## config.mk

```make
export PLATFORM = sky130hd
export DESIGN_NAME = acqes_top
export DESIGN_NICKNAME = d
export VERILOG_FILES = /design/src/logic/acqes_top_dummy_none.v /design/src/logic/acqes_pacer.v /design/src/logic/acqes_top.v
export VERILOG_INCLUDE_DIRS = /design/src /design/src/logic
export SDC_FILE = /design/constraint.sdc
export NUM_CORES = 1
export LEC_CHECK = 0
export ABC_AREA = 1
export BUFFER_PORTS_ARGS = -buffer_cell sky130_fd_sc_hd__buf_2
export CORE_UTILIZATION = 50
export CTS_BUF_LIST = sky130_fd_sc_hd__clkbuf_4
export CTS_CLUSTER_SIZE = 14
export DETAILED_ROUTE_END_ITERATION = 16
export PLACE_DENSITY = 0.8
export SETUP_SLACK_MARGIN = 0.2
export SLEW_MARGIN = 20
export SYNTH_ARGS = -nofsm -noshare
export SYNTH_HDL_FRONTEND = slang
export SYNTH_SLANG_ARGS = --single-unit
```

## constraint.sdc

```tcl
create_clock -name clk_sys -period 2.2 [get_ports clk_sys]
set_clock_uncertainty 0.1 [all_clocks]
set_input_delay 0.44 -clock clk_sys [delete_from_list [all_inputs] [get_ports clk_sys]]
set_output_delay 0.44 -clock clk_sys [all_outputs]
set_load 0.01 [all_outputs]
```

## src/logic/acqes_defs.vh

```
// Register offsets, field positions, reset values and timing counts for the
// acquisition control and event status block.
// Assumes a 20 MHz system clock and a 32-bit word-wide register port.
`ifndef ACQES_DEFS_VH
`define ACQES_DEFS_VH

// ****************************************************************
// Register byte offsets
// ****************************************************************
`define ACQES_OFS_BOARD_CONTROL   8'h00
`define ACQES_OFS_DIGITAL_PORT    8'h04
`define ACQES_OFS_PACER_ONE       8'h1C
`define ACQES_OFS_PACER_TWO       8'h20
`define ACQES_OFS_THRESHOLD       8'h2C
`define ACQES_OFS_EVENT_STATUS    8'h30

// ****************************************************************
// Board control register fields
// ****************************************************************
`define ACQES_BC_INIT             0
`define ACQES_BC_CAL_START        1
`define ACQES_BC_CAL_OK           2
`define ACQES_BC_STRAIGHT_CODE    3
`define ACQES_BC_PACER_ONE_EN     4
`define ACQES_BC_PACER_TWO_EN     5
`define ACQES_BC_HIGH_RATE        6
`define ACQES_BC_BURST_EN         7
`define ACQES_BC_CLK_SEL_LO       8
`define ACQES_BC_TRIG_SEL_LO      10
`define ACQES_BC_HIGH_RANGE       12
`define ACQES_BC_FILTER_EN        13
`define ACQES_BC_BURST_ACTIVE     14
`define ACQES_BC_FILL_FLAG        15

// ****************************************************************
// Digital port fields
// ****************************************************************
`define ACQES_DP_LOW_DRIVE        7
`define ACQES_DP_HIGH_DATA_LO     8
`define ACQES_DP_HIGH_DRIVE       15

// ****************************************************************
// Source selector encodings
// ****************************************************************
`define ACQES_SRC_DEFAULT         2'h0
`define ACQES_SRC_SWAPPED         2'h1
`define ACQES_SRC_EXTERNAL        2'h2

// ****************************************************************
// Reset values
// ****************************************************************
`define ACQES_PACER_ONE_RESET     24'h0001C2
`define ACQES_PACER_TWO_RESET     24'h002BF2
`define ACQES_THRESHOLD_RESET     19'h3FFFE
`define ACQES_EVENT_STATUS_RESET  32'h00000000

// ****************************************************************
// Timing
// ****************************************************************
`define ACQES_CLK_HZ              20000000
`define ACQES_CAL_NOFILT_MS       4000
`define ACQES_CAL_FILT_MS         7000

`endif

```

## src/logic/acqes_top_dummy_none.v

```verilog
`timescale 1ns/1ns
`default_nettype none
`default_nettype wire

```

## src/logic/acqes_pacer.v

```verilog
// Programmable rate divider producing one-cycle ticks.
// Assumes the divisor is stable while enabled; a change enters the wrap compare
// at once, in the middle of the count.
`timescale 1ns/1ns
`default_nettype none

module acqes_pacer (
    // Clock, reset and freeze
    input  wire        clk_sys,
    input  wire        reset,
    input  wire        ce,
    // Control
    input  wire        enable,
    input  wire [23:0] rate_divisor,
    // Tick output
    output reg         tick
);

    reg  [23:0] count;
    wire        wrap;

    // The count wraps once it reaches the divisor; zero and one tick every cycle.
    assign wrap = (count >= rate_divisor);

    // ****************************************************************
    // Divider
    // ****************************************************************

    // Counts clock cycles while enabled and holds at one while stopped.
    always @(posedge clk_sys) begin
        if (reset) begin
            count <= 24'h000001;
            tick  <= 1'b0;
        end else if (ce) begin
            if (!enable) begin
                count <= 24'h000001;
                tick  <= 1'b0;
            end else if (wrap) begin
                count <= 24'h000001;
                tick  <= 1'b1;
            end else begin
                count <= count + 24'h000001;
                tick  <= 1'b0;
            end
        end
    end

endmodule

`default_nettype wire

```

## src/logic/acqes_top.v

```verilog
// Control registers, rate dividers, sync sharing, digital port, calibration
// sequencing and event status of the analog acquisition board.
// Assumes a synchronous word-wide register port and synchronous pin inputs.
`timescale 1ns/1ns
`default_nettype none

`include "acqes_defs.vh"

module acqes_top #(
    parameter CAL_NOFILT_CYCLES = `ACQES_CAL_NOFILT_MS * (`ACQES_CLK_HZ / 1000),
    parameter CAL_FILT_CYCLES   = `ACQES_CAL_FILT_MS * (`ACQES_CLK_HZ / 1000)
) (
    // Clock, reset and freeze
    input  wire        clk_sys,
    input  wire        reset,
    input  wire        ce,
    // Register port
    input  wire [7:0]  reg_addr,
    input  wire        reg_wr,
    input  wire [31:0] reg_wdata,
    input  wire        reg_rd,
    output reg  [31:0] reg_rdata,
    // Converter data
    input  wire [17:0] adc_sample,
    input  wire        adc_valid,
    output reg  [17:0] sample_data,
    output reg         sample_valid,
    // Buffer and burst status from the data path
    input  wire [18:0] buffer_count,
    input  wire        buffer_fault,
    input  wire        burst_end,
    // Multiboard clock and trigger
    input  wire        ext_clock_in,
    input  wire        ext_trigger_in,
    output reg         sample_clock,
    output reg         burst_trigger,
    output reg         clock_target,
    output reg         trigger_target,
    output reg         burst_active,
    output reg         high_rate_mode,
    // Digital lines
    input  wire [7:0]  dio_in,
    output reg  [7:0]  dio_out,
    output reg  [7:0]  dio_oe,
    // Calibration engine
    input  wire        cal_fail,
    output reg         cal_running,
    output reg         cal_range,
    output reg         cal_filter,
    output reg         cal_valid
);

    localparam [27:0] CAL_NOFILT = CAL_NOFILT_CYCLES[27:0];
    localparam [27:0] CAL_FILT   = CAL_FILT_CYCLES[27:0];

    // ****************************************************************
    // Register state
    // ****************************************************************

    reg         straight_code;
    reg         pacer_one_en;
    reg         pacer_two_en;
    reg         burst_en;
    reg  [1:0]  clock_sel;
    reg  [1:0]  trigger_sel;
    reg         high_range;
    reg         filter_en;
    reg         cal_start;
    reg         cal_ok;
    reg  [23:0] pacer_one_div;
    reg  [23:0] pacer_two_div;
    reg  [18:0] threshold;
    reg  [7:0]  dio_low_high;
    reg         low_nibble_drive;
    reg         high_nibble_drive;
    reg  [7:0]  event_select;
    reg  [7:0]  event_response;
    reg         fill_level_flag;
    reg         init_req;
    reg  [27:0] cal_count;
    reg         ext_clock_prev;
    reg         ext_trigger_prev;
    reg         fill_prev;
    reg         burst_prev;
    reg         dio0_prev;
    reg         cal_done;

    wire        pacer_one_tick;
    wire        pacer_two_tick;
    wire        soft_reset;
    wire        wr_bc;
    wire        wr_es;
    reg         next_clock;
    reg         next_trigger;
    reg  [7:0]  event_hit;
    reg  [31:0] next_rdata;

    assign soft_reset = reset | init_req;
    assign wr_bc      = reg_wr && (reg_addr == `ACQES_OFS_BOARD_CONTROL);
    assign wr_es      = reg_wr && (reg_addr == `ACQES_OFS_EVENT_STATUS);

    // ****************************************************************
    // Rate dividers
    // ****************************************************************

    // Two identical dividers, each gated by its own enable bit.
    acqes_pacer u_pacer_one (
        .clk_sys      (clk_sys),
        .reset        (soft_reset),
        .ce           (ce),
        .enable       (pacer_one_en),
        .rate_divisor (pacer_one_div),
        .tick         (pacer_one_tick)
    );

    acqes_pacer u_pacer_two (
        .clk_sys      (clk_sys),
        .reset        (soft_reset),
        .ce           (ce),
        .enable       (pacer_two_en),
        .rate_divisor (pacer_two_div),
        .tick         (pacer_two_tick)
    );

    // ****************************************************************
    // Source selection
    // ****************************************************************

    // Picks the sample clock and burst trigger; external edges pass in one cycle.
    always @* begin
        case (clock_sel)
            `ACQES_SRC_DEFAULT:  next_clock = pacer_one_tick;
            `ACQES_SRC_SWAPPED:  next_clock = pacer_two_tick;
            `ACQES_SRC_EXTERNAL: next_clock = ext_clock_in & ~ext_clock_prev;
            default:             next_clock = 1'b0;
        endcase
        case (trigger_sel)
            `ACQES_SRC_DEFAULT:  next_trigger = pacer_two_tick;
            `ACQES_SRC_SWAPPED:  next_trigger = pacer_one_tick;
            `ACQES_SRC_EXTERNAL: next_trigger = ext_trigger_in & ~ext_trigger_prev;
            default:             next_trigger = 1'b0;
        endcase
    end

    // Registers the selected pulses and the initiator or target role.
    always @(posedge clk_sys) begin
        if (soft_reset) begin
            sample_clock     <= 1'b0;
            burst_trigger    <= 1'b0;
            clock_target     <= 1'b0;
            trigger_target   <= 1'b0;
            ext_clock_prev   <= 1'b0;
            ext_trigger_prev <= 1'b0;
            burst_active     <= 1'b0;
        end else if (ce) begin
            ext_clock_prev   <= ext_clock_in;
            ext_trigger_prev <= ext_trigger_in;
            sample_clock     <= next_clock;
            burst_trigger    <= next_trigger;
            clock_target     <= (clock_sel == `ACQES_SRC_EXTERNAL);
            trigger_target   <= (trigger_sel == `ACQES_SRC_EXTERNAL);
            // A trigger during a burst is ignored; the end drops the flag.
            if (!burst_en || burst_end) begin
                burst_active <= 1'b0;
            end else if (next_trigger) begin
                burst_active <= 1'b1;
            end
        end
    end

    // ****************************************************************
    // Sample coding and fill level
    // ****************************************************************

    // Offset binary passes through; two's complement flips the top bit.
    always @(posedge clk_sys) begin
        if (soft_reset) begin
            sample_data     <= 18'h00000;
            sample_valid    <= 1'b0;
            fill_level_flag <= 1'b0;
        end else if (ce) begin
            sample_valid    <= adc_valid;
            sample_data     <= {adc_sample[17] ^ ~straight_code, adc_sample[16:0]};
            fill_level_flag <= (buffer_count > threshold);
        end
    end

    // ****************************************************************
    // Control registers
    // ****************************************************************

    // Host writes; software init reloads every default on the next edge.
    always @(posedge clk_sys) begin
        if (soft_reset) begin
            init_req          <= 1'b0;
            straight_code     <= 1'b1;
            pacer_one_en      <= 1'b0;
            pacer_two_en      <= 1'b0;
            high_rate_mode    <= 1'b0;
            burst_en          <= 1'b0;
            clock_sel         <= `ACQES_SRC_DEFAULT;
            trigger_sel       <= `ACQES_SRC_DEFAULT;
            high_range        <= 1'b1;
            filter_en         <= 1'b0;
            pacer_one_div     <= `ACQES_PACER_ONE_RESET;
            pacer_two_div     <= `ACQES_PACER_TWO_RESET;
            threshold         <= `ACQES_THRESHOLD_RESET;
            dio_low_high      <= 8'h00;
            low_nibble_drive  <= 1'b0;
            high_nibble_drive <= 1'b0;
            event_select      <= 8'h00;
        end else if (ce && reg_wr) begin
            case (reg_addr)
                `ACQES_OFS_BOARD_CONTROL: begin
                    init_req       <= reg_wdata[`ACQES_BC_INIT];
                    straight_code  <= reg_wdata[`ACQES_BC_STRAIGHT_CODE];
                    pacer_one_en   <= reg_wdata[`ACQES_BC_PACER_ONE_EN];
                    pacer_two_en   <= reg_wdata[`ACQES_BC_PACER_TWO_EN];
                    high_rate_mode <= reg_wdata[`ACQES_BC_HIGH_RATE];
                    burst_en       <= reg_wdata[`ACQES_BC_BURST_EN];
                    clock_sel      <= reg_wdata[`ACQES_BC_CLK_SEL_LO +: 2];
                    trigger_sel    <= reg_wdata[`ACQES_BC_TRIG_SEL_LO +: 2];
                    high_range     <= reg_wdata[`ACQES_BC_HIGH_RANGE];
                    filter_en      <= reg_wdata[`ACQES_BC_FILTER_EN];
                end
                `ACQES_OFS_DIGITAL_PORT: begin
                    dio_low_high      <= {reg_wdata[11:8], reg_wdata[3:0]};
                    low_nibble_drive  <= reg_wdata[`ACQES_DP_LOW_DRIVE];
                    high_nibble_drive <= reg_wdata[`ACQES_DP_HIGH_DRIVE];
                end
                `ACQES_OFS_PACER_ONE: pacer_one_div <= reg_wdata[23:0];
                `ACQES_OFS_PACER_TWO: pacer_two_div <= reg_wdata[23:0];
                `ACQES_OFS_THRESHOLD: threshold     <= reg_wdata[18:0];
                `ACQES_OFS_EVENT_STATUS: event_select <= reg_wdata[7:0];
                default: init_req <= 1'b0;
            endcase
        end else if (ce) begin
            init_req <= 1'b0;
        end
    end

    // Drives each nibble only while its direction bit is high.
    always @(posedge clk_sys) begin
        if (soft_reset) begin
            dio_out <= 8'h00;
            dio_oe  <= 8'h00;
        end else if (ce) begin
            dio_out <= dio_low_high;
            dio_oe  <= {{4{high_nibble_drive}}, {4{low_nibble_drive}}};
        end
    end

    // ****************************************************************
    // Calibration sequencer
    // ****************************************************************

    // Latches range and filter; the filter bit sets the interval; the start bit drops at the end.
    always @(posedge clk_sys) begin
        if (soft_reset) begin
            cal_start   <= 1'b0;
            cal_running <= 1'b0;
            cal_ok      <= 1'b1;
            cal_count   <= 28'h0000000;
            cal_done    <= 1'b0;
            cal_range   <= 1'b1;
            cal_filter  <= 1'b0;
        end else if (ce) begin
            cal_done <= 1'b0;
            if (wr_bc && reg_wdata[`ACQES_BC_CAL_START]) begin
                cal_start   <= 1'b1;
                cal_running <= 1'b1;
                cal_count   <= 28'h0000000;
                cal_range   <= reg_wdata[`ACQES_BC_HIGH_RANGE];
                cal_filter  <= reg_wdata[`ACQES_BC_FILTER_EN];
            end else if (cal_running) begin
                if (cal_count >= (cal_filter ? CAL_FILT : CAL_NOFILT) - 28'h0000001) begin
                    cal_start   <= 1'b0;
                    cal_running <= 1'b0;
                    cal_done    <= 1'b1;
                    cal_ok      <= ~cal_fail;
                end else begin
                    cal_count <= cal_count + 28'h0000001;
                end
            end
        end
    end

    // Stored corrections count as valid only after a pass; init keeps them.
    always @(posedge clk_sys) begin
        if (reset) begin
            cal_valid <= 1'b0;
        end else if (ce && cal_running) begin
            cal_valid <= 1'b0;
        end else if (ce && cal_done) begin
            cal_valid <= cal_ok;
        end
    end

    // ****************************************************************
    // Event status
    // ****************************************************************

    // Event sources in selection order; fill, burst and digital line 0 sources are edges.
    always @* begin
        event_hit[0] = cal_done;
        event_hit[1] = fill_prev & ~fill_level_flag;
        event_hit[2] = ~fill_prev & fill_level_flag;
        event_hit[3] = buffer_fault;
        event_hit[4] = ~burst_prev & burst_active;
        event_hit[5] = burst_prev & ~burst_active;
        event_hit[6] = sample_clock;
        event_hit[7] = ~dio0_prev & dio_in[0];
    end

    // Sticky responses: set wins over a host clear in the same cycle.
    always @(posedge clk_sys) begin
        if (soft_reset) begin
            event_response <= 8'h00;
            fill_prev      <= 1'b0;
            burst_prev     <= 1'b0;
            dio0_prev      <= 1'b0;
        end else if (ce) begin
            fill_prev      <= fill_level_flag;
            burst_prev     <= burst_active;
            dio0_prev      <= dio_in[0];
            if (wr_es) begin
                event_response <= (event_response & reg_wdata[23:16] & reg_wdata[7:0])
                                  | (event_hit & event_select & reg_wdata[7:0]);
            end else begin
                event_response <= (event_response & event_select) | (event_hit & event_select);
            end
        end
    end

    // ****************************************************************
    // Read port
    // ****************************************************************

    // Assembles the addressed word; unmapped and reserved bits read zero.
    always @* begin
        next_rdata = 32'h00000000;
        case (reg_addr)
            `ACQES_OFS_BOARD_CONTROL: begin
                next_rdata[`ACQES_BC_CAL_START]        = cal_start;
                next_rdata[`ACQES_BC_CAL_OK]           = cal_ok;
                next_rdata[`ACQES_BC_STRAIGHT_CODE]    = straight_code;
                next_rdata[`ACQES_BC_PACER_ONE_EN]     = pacer_one_en;
                next_rdata[`ACQES_BC_PACER_TWO_EN]     = pacer_two_en;
                next_rdata[`ACQES_BC_HIGH_RATE]        = high_rate_mode;
                next_rdata[`ACQES_BC_BURST_EN]         = burst_en;
                next_rdata[`ACQES_BC_CLK_SEL_LO +: 2]  = clock_sel;
                next_rdata[`ACQES_BC_TRIG_SEL_LO +: 2] = trigger_sel;
                next_rdata[`ACQES_BC_HIGH_RANGE]       = high_range;
                next_rdata[`ACQES_BC_FILTER_EN]        = filter_en;
                next_rdata[`ACQES_BC_BURST_ACTIVE]     = burst_active;
                next_rdata[`ACQES_BC_FILL_FLAG]        = fill_level_flag;
            end
            `ACQES_OFS_DIGITAL_PORT: begin
                next_rdata[3:0]                 = dio_in[3:0];
                next_rdata[`ACQES_DP_LOW_DRIVE]  = low_nibble_drive;
                next_rdata[11:8]                = dio_in[7:4];
                next_rdata[`ACQES_DP_HIGH_DRIVE] = high_nibble_drive;
            end
            `ACQES_OFS_PACER_ONE: next_rdata = {8'h00, pacer_one_div};
            `ACQES_OFS_PACER_TWO: next_rdata = {8'h00, pacer_two_div};
            `ACQES_OFS_THRESHOLD: next_rdata = {11'h000, fill_level_flag, 1'b0, threshold};
            `ACQES_OFS_EVENT_STATUS: next_rdata = {8'h00, event_response, 8'h00, event_select};
            default: next_rdata = 32'h00000000;
        endcase
    end

    // Read data is registered on the read strobe.
    always @(posedge clk_sys) begin
        if (reset) begin
            reg_rdata <= 32'h00000000;
        end else if (ce && reg_rd) begin
            reg_rdata <= next_rdata;
        end
    end

endmodule

`default_nettype wire

```

==> results.md, run 1 <==
Worst hold path:
- The min-delay analysis places its worst path in the category primary input to flip-flop.

Setup path:
- The cell with the biggest individual delay on the critical path is dfxtp_4.
- The data arrival time at the worst-slack endpoint is 2.54 ns.
- In this run the worst path has a maximum fanout of 7.
- The sort of element at the start of the critical path is a flip-flop.
- The cell seen most often among critical-path stages is nand2_2.
- The largest stage delay on the critical path is 0.37 ns.
- At the worst endpoint, the required time is 2.65 ns.
- The element type at the critical path end is a flip-flop.
- The signal on the critical path passes through buf_12 > ha_4 > nand2_4 > nor3_4 > nand2_2 > nor2_2 > nand2_2 > nand4_4 > buf_6 > nand2_8 > nand2_1 > a21oi_1.
- By startpoint and endpoint, the worst setup path is classified as flip-flop to flip-flop.

Final layout:
- The number of fill cells in the layout is 2318.
- Relative to the synthesized area, the layout overhead comes to 26.8%.
- Of the cells placed in the final design, the portion with a size suffix greater than 1 is 0.228.
- For this run, the post-layout net count is 2501.

STA:
- Setup repair after global routing could not meet its margin everywhere.
- The post-route fraction of the period consumed by the critical path is 0.950.
- The summed negative setup slack over all endpoints is 0 ns.
- Based on the critical path, the design can be clocked at up to 0.478 GHz.
- The worst path meets setup with 0.110 ns of slack.
- Setup violations remaining at the end of the flow were counted as 0.
- The number of hold violations in the final report is 0.
- The final critical-path required period is 2.09 ns.
- The number of pins with negative max-slew slack in the final report came to 0.

Die:
- The floorplan step set the die width to 170 um.
- The I/O pin count is 173.
- The core region area is 27800 um2.
- The effective utilization at floorplan is 0.510.
- The overall die area is 29000 um2.
- The height of the die is 170 um.
- After floorplanning, the core was divided into 61 placement rows.

Clocking:
- No sink is reached through more buffers than the 3 on the longest clock path.
- Counting the buffers created by CTS gives 69.
- The TritonCTS clock tree is yes.
- Clock-pin slew was measured on the worst setup and hold paths at 0.07 ns.
- The clock drives 254 sinks.
- The clock tree root buffer cell is clkbuf_4.
- The clock latency of the later-clocked register in the worst-skew pair is 0.69 ns.
- The clock tree synthesis step divided the H-tree into 3 levels.

Pwr:
- The power density of the placed cells is 533 nW/um2.
- The worst ir drop on vdd is 0.000262 V.
- In this run the static leakage power is 8.00 nW.

Detailed routing:
- The post-detailed-route wirelength per cell is 17.5 um.
- The mean number of vias per cell is 5.67.
- The first detailed-routing pass took 6 iterations.
- In the routed design, unresolved DRC markers number 0.
- The number of antenna-violating nets in the routed design is 0.
- After detailed routing, the total wire length is 48100 um.
- The number of design-rule violations left by the first detailed-router iteration is 1646.
- Summing over every cut layer, the via total after detailed routing is 15500.

Logic synthesis:
- The sequential area share after synthesis is 0.359.
- The post-synthesis average cell area is 6.85 um2.
- The share of flip-flops with an asynchronous set or reset is 0.
- For this run, the number of Yosys warnings is 0.
- The number of enable flip-flop cells after synthesis is 0.
- The number of instances in the synthesized netlist is 2067.
- The cell area after synthesis is 14200 um2.
- The most frequently used flop master after synthesis is dfxtp_1.
- The synthesized design contains 254 register bits.
- After synthesis, the netlist uses 49 different library cells.

Status:
- The run finished with clean final reports.

Place:
- At the placement stage, the worst setup path has a slack of 0.0935 ns.
- The HPWL after detailed placement is 32400 um.
- Routability-driven placement finished with a final weighted congestion of 0.972.
- In this run the tool buffered the top-level ports with 156 buffer cells.

Global routing:
- The combined global-route utilization of all metal layers is 0.315.
- Entering global routing, the biggest net connects 80 pins.
- The final global-route overflow total is 0.
- The initial antenna violation count is 4.
- The first global-routing pass estimated 72100 um of wire.
- The via count of the first global-routing pass is 14100.

Run:
- The tool flagged a number of max-cap violations equal to 0.
[layout by cell type, fill, tap and decap left out, types with 4 or more instances in the layout]
cell / netlist / routed
nor3_1: 22 / 21
buf_12: 1 / 23
ha_1: 79 / 51
nor2_2: 7 / 16
nand2_1: 500 / 471
nand3_2: 5 / 6
xor2_1: 35 / 35
inv_2: 8 / 33
o211ai_1: 13 / 13
dlygate4sd3_1: 0 / 44
o21ai_0: 140 / 137
nand2_2: 6 / 29
o21a_1: 4 / 4
nor2_1: 168 / 156
a21oi_2: 1 / 12
nand3_1: 81 / 80
nor2_4: 5 / 8
o221ai_1: 4 / 4
clkbuf_16: 0 / 6
nand4_1: 56 / 56
clkbuf_4: 0 / 97
a211oi_1: 14 / 14
a31oi_1: 4 / 4
xnor2_1: 11 / 11
dfxtp_2: 0 / 42
buf_4: 18 / 44
inv_1: 231 / 206
ha_4: 0 / 28
clkinv_1: 1 / 8
dfxtp_1: 254 / 210
a21oi_1: 263 / 250
buf_2: 22 / 156
conb_1: 1 / 8
o22ai_1: 25 / 25
buf_6: 1 / 6
nand3b_1: 4 / 4
nand2_4: 3 / 9
[flip-flops by register name (all words and copies together) (netlist names), 8 cells and up]
register	count
cal_count	28
pacer_one_div	24
pacer_two_div	24
reg_rdata	24
u_pacer_one.count	24
u_pacer_two.count	24
threshold	19
sample_data	18
dio_low_high	8
dio_out	8
event_response	8
event_select	8
[final timing paths]
path	start	endpoint	slack (ns)	depth (start not counted)
max	cal_filter	cal_count[25]	0.11	12
min	dio_in[7]	reg_rdata[11]	0.02	5
max reg2reg	cal_filter	cal_count[25]	0.11	12
min reg2reg	dio_out[5]	dio_out[5]	0.35	2
[critical path, delay by kind of cell, from the launching register on]
kind	cells	cell delay, ns
buffers and inverters	2	0.32
adders and majority gates	1	0.27
and+or+nand+nor	8	0.88
DFF	1	0.37
AOI/OAI and AO/OA	1	0.06
[final cells by class]
class	count	area [um2]	area share
diodes	2	5.00	0.000279
clock buffers	97	728	0.0406
clock inverters	11	93.8	0.00523
inverters	241	911	0.0507
multi-input cells	1479	8330	0.464
flip-flops and latches	254	5140	0.287
well taps	378	473	0.0263
repair buffers	281	2270	0.127
[power by group]
group	switching (mW)	internal [mW]	leakage, nW
clock network	2.00	2.23	0.494
registers	0.0289	4.64	2.08
logic	0.403	0.262	5.43
[metal layers]
metal | global-route usage | part of all wire
met2 | 0.509 | 0.46
met3 | 0.0653 | 0.086
met5 | 0 | 0.00069
met1 | 0.389 | 0.40
met4 | 0.184 | 0.054
[kinds of logic after synthesis]
| logic type | count (synthesis) | synth area share |
|---|---|---|
| buffers and inverters | 344 | 0.101 |
| and+or+nand+nor | 868 | 0.263 |
| other | 1 | 0.000265 |
| xor gates and xnor gates | 46 | 0.0285 |
| DFF | 254 | 0.359 |
| adders and majority gates | 79 | 0.0698 |
| AOI/OAI and AO/OA | 475 | 0.178 |
[timing repair]
action,CTS,global route
setup buffers,4,7
hold buffers,44,0
endpoints found under the hold margin,51,0
resized for setup,21,164
pin swaps,7,49
gates cloned,4,6
endpoints found under the setup margin,29,63
[cells in the mapped netlist (22+ instances only)]
master	n	area, um2
a21oi_1	263	1320
buf_2	22	110
clkbuf_1	48	180
dfxtp_1	254	5080
ha_1	79	988
inv_1	231	867
nand2_1	500	1880
nand3_1	81	405
nand4_1	56	350
nor2_1	168	631
nor3_1	22	110
o21ai_0	140	701
o22ai_1	25	156
xor2_1	35	307
[per-stage QoR]
step / total power, mW / std cells / hold slack [ns] / utilization / instance area (um2)
after detailed placement: 5.35 / 2568 / 0.343 / 0.564 / 15700
after global routing: 9.91 / 2743 / 0.0342 / 0.646 / 18000
after global placement: 5.34 / 2568 / 0.342 / 0.564 / 15700
after floorplan: 5.05 / 2074 / 0.328 / - / 14200
after CTS: 9.56 / 2728 / 0.00216 / 0.617 / 17100
final: 9.57 / 2743 / 0.0187 / 0.646 / 18000
Note: power is estimated with default switching activity, not from simulation.
==> inputs of run 2 (changes only) <==
--- a/config.mk
+++ b/config.mk
@@ -13,7 +13,6 @@
 export CTS_CLUSTER_SIZE = 14
 export DETAILED_ROUTE_END_ITERATION = 16
 export PLACE_DENSITY = 0.8
-export SETUP_SLACK_MARGIN = 0.2
 export SLEW_MARGIN = 20
 export SYNTH_ARGS = -nofsm -noshare
 export SYNTH_HDL_FRONTEND = slang
==> run 2 against run 1 <==
  * Power increased by 0.93%
  * Clock power grew 3%
  * Wire length down 4.7%
  * Sequential share of layout area rose by 1.4 points
  * Global-route usage shrank 0.20 points
  * Setup slack worse by 0.049 ns
  * Largest power group unchanged
==> results.md, run 2 (synthesis gave the netlist of run 1 again) <==
Worst hold path:
- In this run the most critical hold path is launched from dio_in[7].
- The hold-critical path endpoint is reg_rdata[11].
- The hold path depth is 5 (unchanged).
- The worst min-delay path category is primary input to flip-flop.

Clocking:
- The number of clock buffers inserted by TritonCTS is 68 (-1.4%).
- The cell sitting at the root of the clock tree is a clkbuf_4.
- The TritonCTS clock tree is yes.
- The deepest clock path buffer count is 3 (unchanged).
- The clock latency of the later-clocked register in the worst-skew pair is 0.70 ns (about the same).
- The clock slew seen by the registers of the worst setup and hold paths is 0.06 ns (about the same).
- The number of sinks on the clock net was 254 (unchanged).
- The number of H-tree levels was 3 (unchanged).

Detailed routing:
- The remaining routing DRC violations is 0 (unchanged).
- The total wirelength of the detailed-routed design was 45800 um (-4.7%).
- The first-pass iteration count of the detailed router is 7 (+1).
- The total number of vias came to 15100 (-2.6%).
- The post-detailed-route wirelength per cell came to 16.8 um (-4.0%).
- The mean number of vias per cell came to 5.56 (-1.9%).
- The number of antenna-violating nets in the routed design is 0 (unchanged).
- The number of design-rule violations left by the first detailed-router iteration came to 1535 (-6.7%).

STA:
- The number of hold violations in the final report is 0 (unchanged).
- The actual slew at the worst max-slew pin is 0.814 ns.
- The peak clock frequency supported by timing is 0.468 GHz (-2.3%).
- The total of endpoints with negative setup slack in the final report was 0 (unchanged).
- The worst slew margin relative to its limit is 0.457.
- The number of pins with negative max-slew slack in the final report came to 0 (unchanged).
- The final critical-path required period is 2.14 ns (+0.0487 ns).
- The post-route fraction of the period consumed by the critical path is 0.972 (+0.0222).

Setup path:
- The cell count of the worst reg-to-reg path is 12 (unchanged).
- Walking the worst path, the cells encountered are buf_6 > ha_1 > nand2_2 > nor3_4 > nand2_2 > nor2_2 > nand2_2 > nand4_4 > buf_12 > nand2_8 > nand2_1 > a21oi_1.
- The startpoint identified for the worst register-to-register timing path is cal_filter.
- The endpoint of the most critical register-to-register path is cal_count[8].
- The cell seen most often among critical-path stages is nand2_2.
- The critical-path maximum fanout is 14 (+7).
- The cell with the biggest individual delay on the critical path is dfxtp_2.
- The largest stage delay on the critical path is 0.33 ns (-0.04 ns).
- The data arrival time at the worst-slack endpoint is 2.55 ns (about the same).
- The internal reg-to-reg setup slack is 0.06 ns (-0.05 ns).
- The data required time of the critical path is 2.61 ns (-0.04 ns).
- The path type of the worst setup path is flip-flop to flip-flop.
- STA classifies the critical path endpoint as a flip-flop.
- The sort of element at the start of the critical path is a flip-flop.

Global routing:
- The combined global-route utilization of all metal layers is 0.313 (-0.00197).
- The final global-route overflow total came to 0 (unchanged).
- The global-route track usage on met3 is 0.0651 (-0.000233).
- The global routing's busiest layer is met2.
- The via count of the first global-routing pass is 14300 (+1.6%).
- The largest net degree at the start of global routing is 80 (unchanged).
- The first-pass GRT wire length is 71900 um (-0.30%).
- The global routing met1 resource utilization is 0.384 (-0.00483).
- The initial antenna violation count is 1 (-3).
- The met2 usage in global routing is 0.503 (-0.00517).

Pwr:
- The sequential group share of total power was 0.483 (-0.005).
- The fraction of power consumed by combinational cells is 0.063 (-0.007).
- The worst ir drop on vdd came to 0.000293 V (+12%).
- The leakage power of the design was 7.64 nW (-4.5%).
- The clock network fraction of design power is 0.453 (+0.010).
- The switching share of power is 0.254 (-0.000960).
- The power spent charging and discharging nets is 2.45 mW (+0.55%).
- The power density of the placed cells is 571 nW/um2 (+7.1%).
- The overall power consumption is 9.66 mW (+0.93%).
- The total internal power is 7.21 mW (+1.1%).

Place:
- The weighted congestion at the end of routability-driven global placement is 0.969 (-0.39%).
- The post-place instance area is 15500 um2 (-1.4%).
- The count of input and output buffers is 156 (unchanged).
- The placed wire-length estimate is 32500 um (+0.43%).
- The number of placed cells counting well taps is 2563 (-0.19%).

Die:
- The overall die area is 29000 um2 (unchanged).
- The height of the die is 170 um (unchanged).
- The I/O pin count is 173 (unchanged).
- The number of standard-cell rows in the floorplan is 61 (unchanged).
- The core region area is 27800 um2 (unchanged).
- The width of the die came to 170 um (unchanged).
- The effective utilization at floorplan is 0.510 (unchanged).

Final layout:
- The flip-flop count of the largest register, all copies and words added is 28 (unchanged).
- The final cell count without fillers came to 2723 (-0.73%).
- The number of fill cells in the layout is 2504 (+8.0%).
- Relative to the synthesized area, the layout overhead comes to 19.5%.
- The post-layout net count is 2476 (-1.0%).
- Leaving out fill and tap cells, the most frequent cell in the layout is nand2_1.
- The register bank with the most flops is cal_count.
- The library cells used most frequently in the layout, excluding fill and tap cells, are 494 x nand2_1, 257 x a21oi_1, 252 x dfxtp_1.
- The final non-filler cell area is 16900 um2 (-5.8%).
- The ratio of cells with drive above 1 in the final layout is 0.165 (-0.0636).

Status:
- The run finished with clean final reports.

Run:
- The max capacitance violation total is 0 (unchanged).
## run 2: area by class of cell
cell class	count	area, um2	share of cell area
clock inverters	13	139	0.00821
multi-input cells	1478	7790	0.460
diodes	5	12.5	0.000740
repair buffers	258	1790	0.106
clock buffers	96	721	0.0426
well taps	378	473	0.0280
flip-flops and latches	254	5090	0.301
inverters	241	908	0.0537
## run 2: worst max path at each step
stage,from,end,slack [ns],cells after the start
global route,cal_filter,cal_count[8],-0.01,12
detailed placement,cal_filter,cal_count[23],-0.04,9
floorplan,cal_filter,cal_count[19],0.05,10
CTS,cal_filter,cal_count[23],0.001,9
global placement,cal_filter,cal_count[0],-0.01,10
finish,cal_filter,cal_count[8],0.06,12
## run 2: timing repair
action / in CTS / in global routing
cloned: 0 / 3
hold buffers: 41 / 0
pin swaps: 0 / 9
setup endpoints to repair: 26 / 47
hold endpoints to repair: 48 / 0
resized for setup: 1 / 27
buffers inserted: 0 / 2
## run 2: through the flow
step                      TNS, ns  worst slack (ns)   util  hold WS (ns)
after detailed placement   -0.241           -0.0442  0.556         0.348
after global routing      -0.0187           -0.0105  0.609        0.0299
after floorplan                 0            0.0524      -         0.328
after global placement    -0.0143           -0.0143  0.556         0.344
after CTS                       0           0.00130  0.602       0.00184
final                           0            0.0612  0.609        0.0381
## run 2: layer usage
layer / share of wire / wire length, um
met1: 0.40 / 18500
met5: 0 / 0
met2: 0.45 / 20700
met3: 0.086 / 3960
met4: 0.057 / 2630
## run 2: critical path, delay by kind of cell, from the launching register on
family	cells	cell delay (ns)
buffers and inverters	2	0.30
AO/OA/AOI/OAI	1	0.06
AND/OR/NAND/NOR	8	0.90
adder cells (fa/ha/maj)	1	0.28
flip-flops	1	0.33
## run 2: power by group through the flow
stage | Clock [mW] | Combinational (mW) | Sequential (mW)
after CTS | 4.44 | 0.593 | 4.67
after floorplan | 0 | 0.267 | 4.78
after global routing | 4.69 | 0.654 | 4.67
after detailed placement | 0 | 0.533 | 4.77
after global placement | 0 | 0.522 | 4.77
final | 4.38 | 0.613 | 4.67
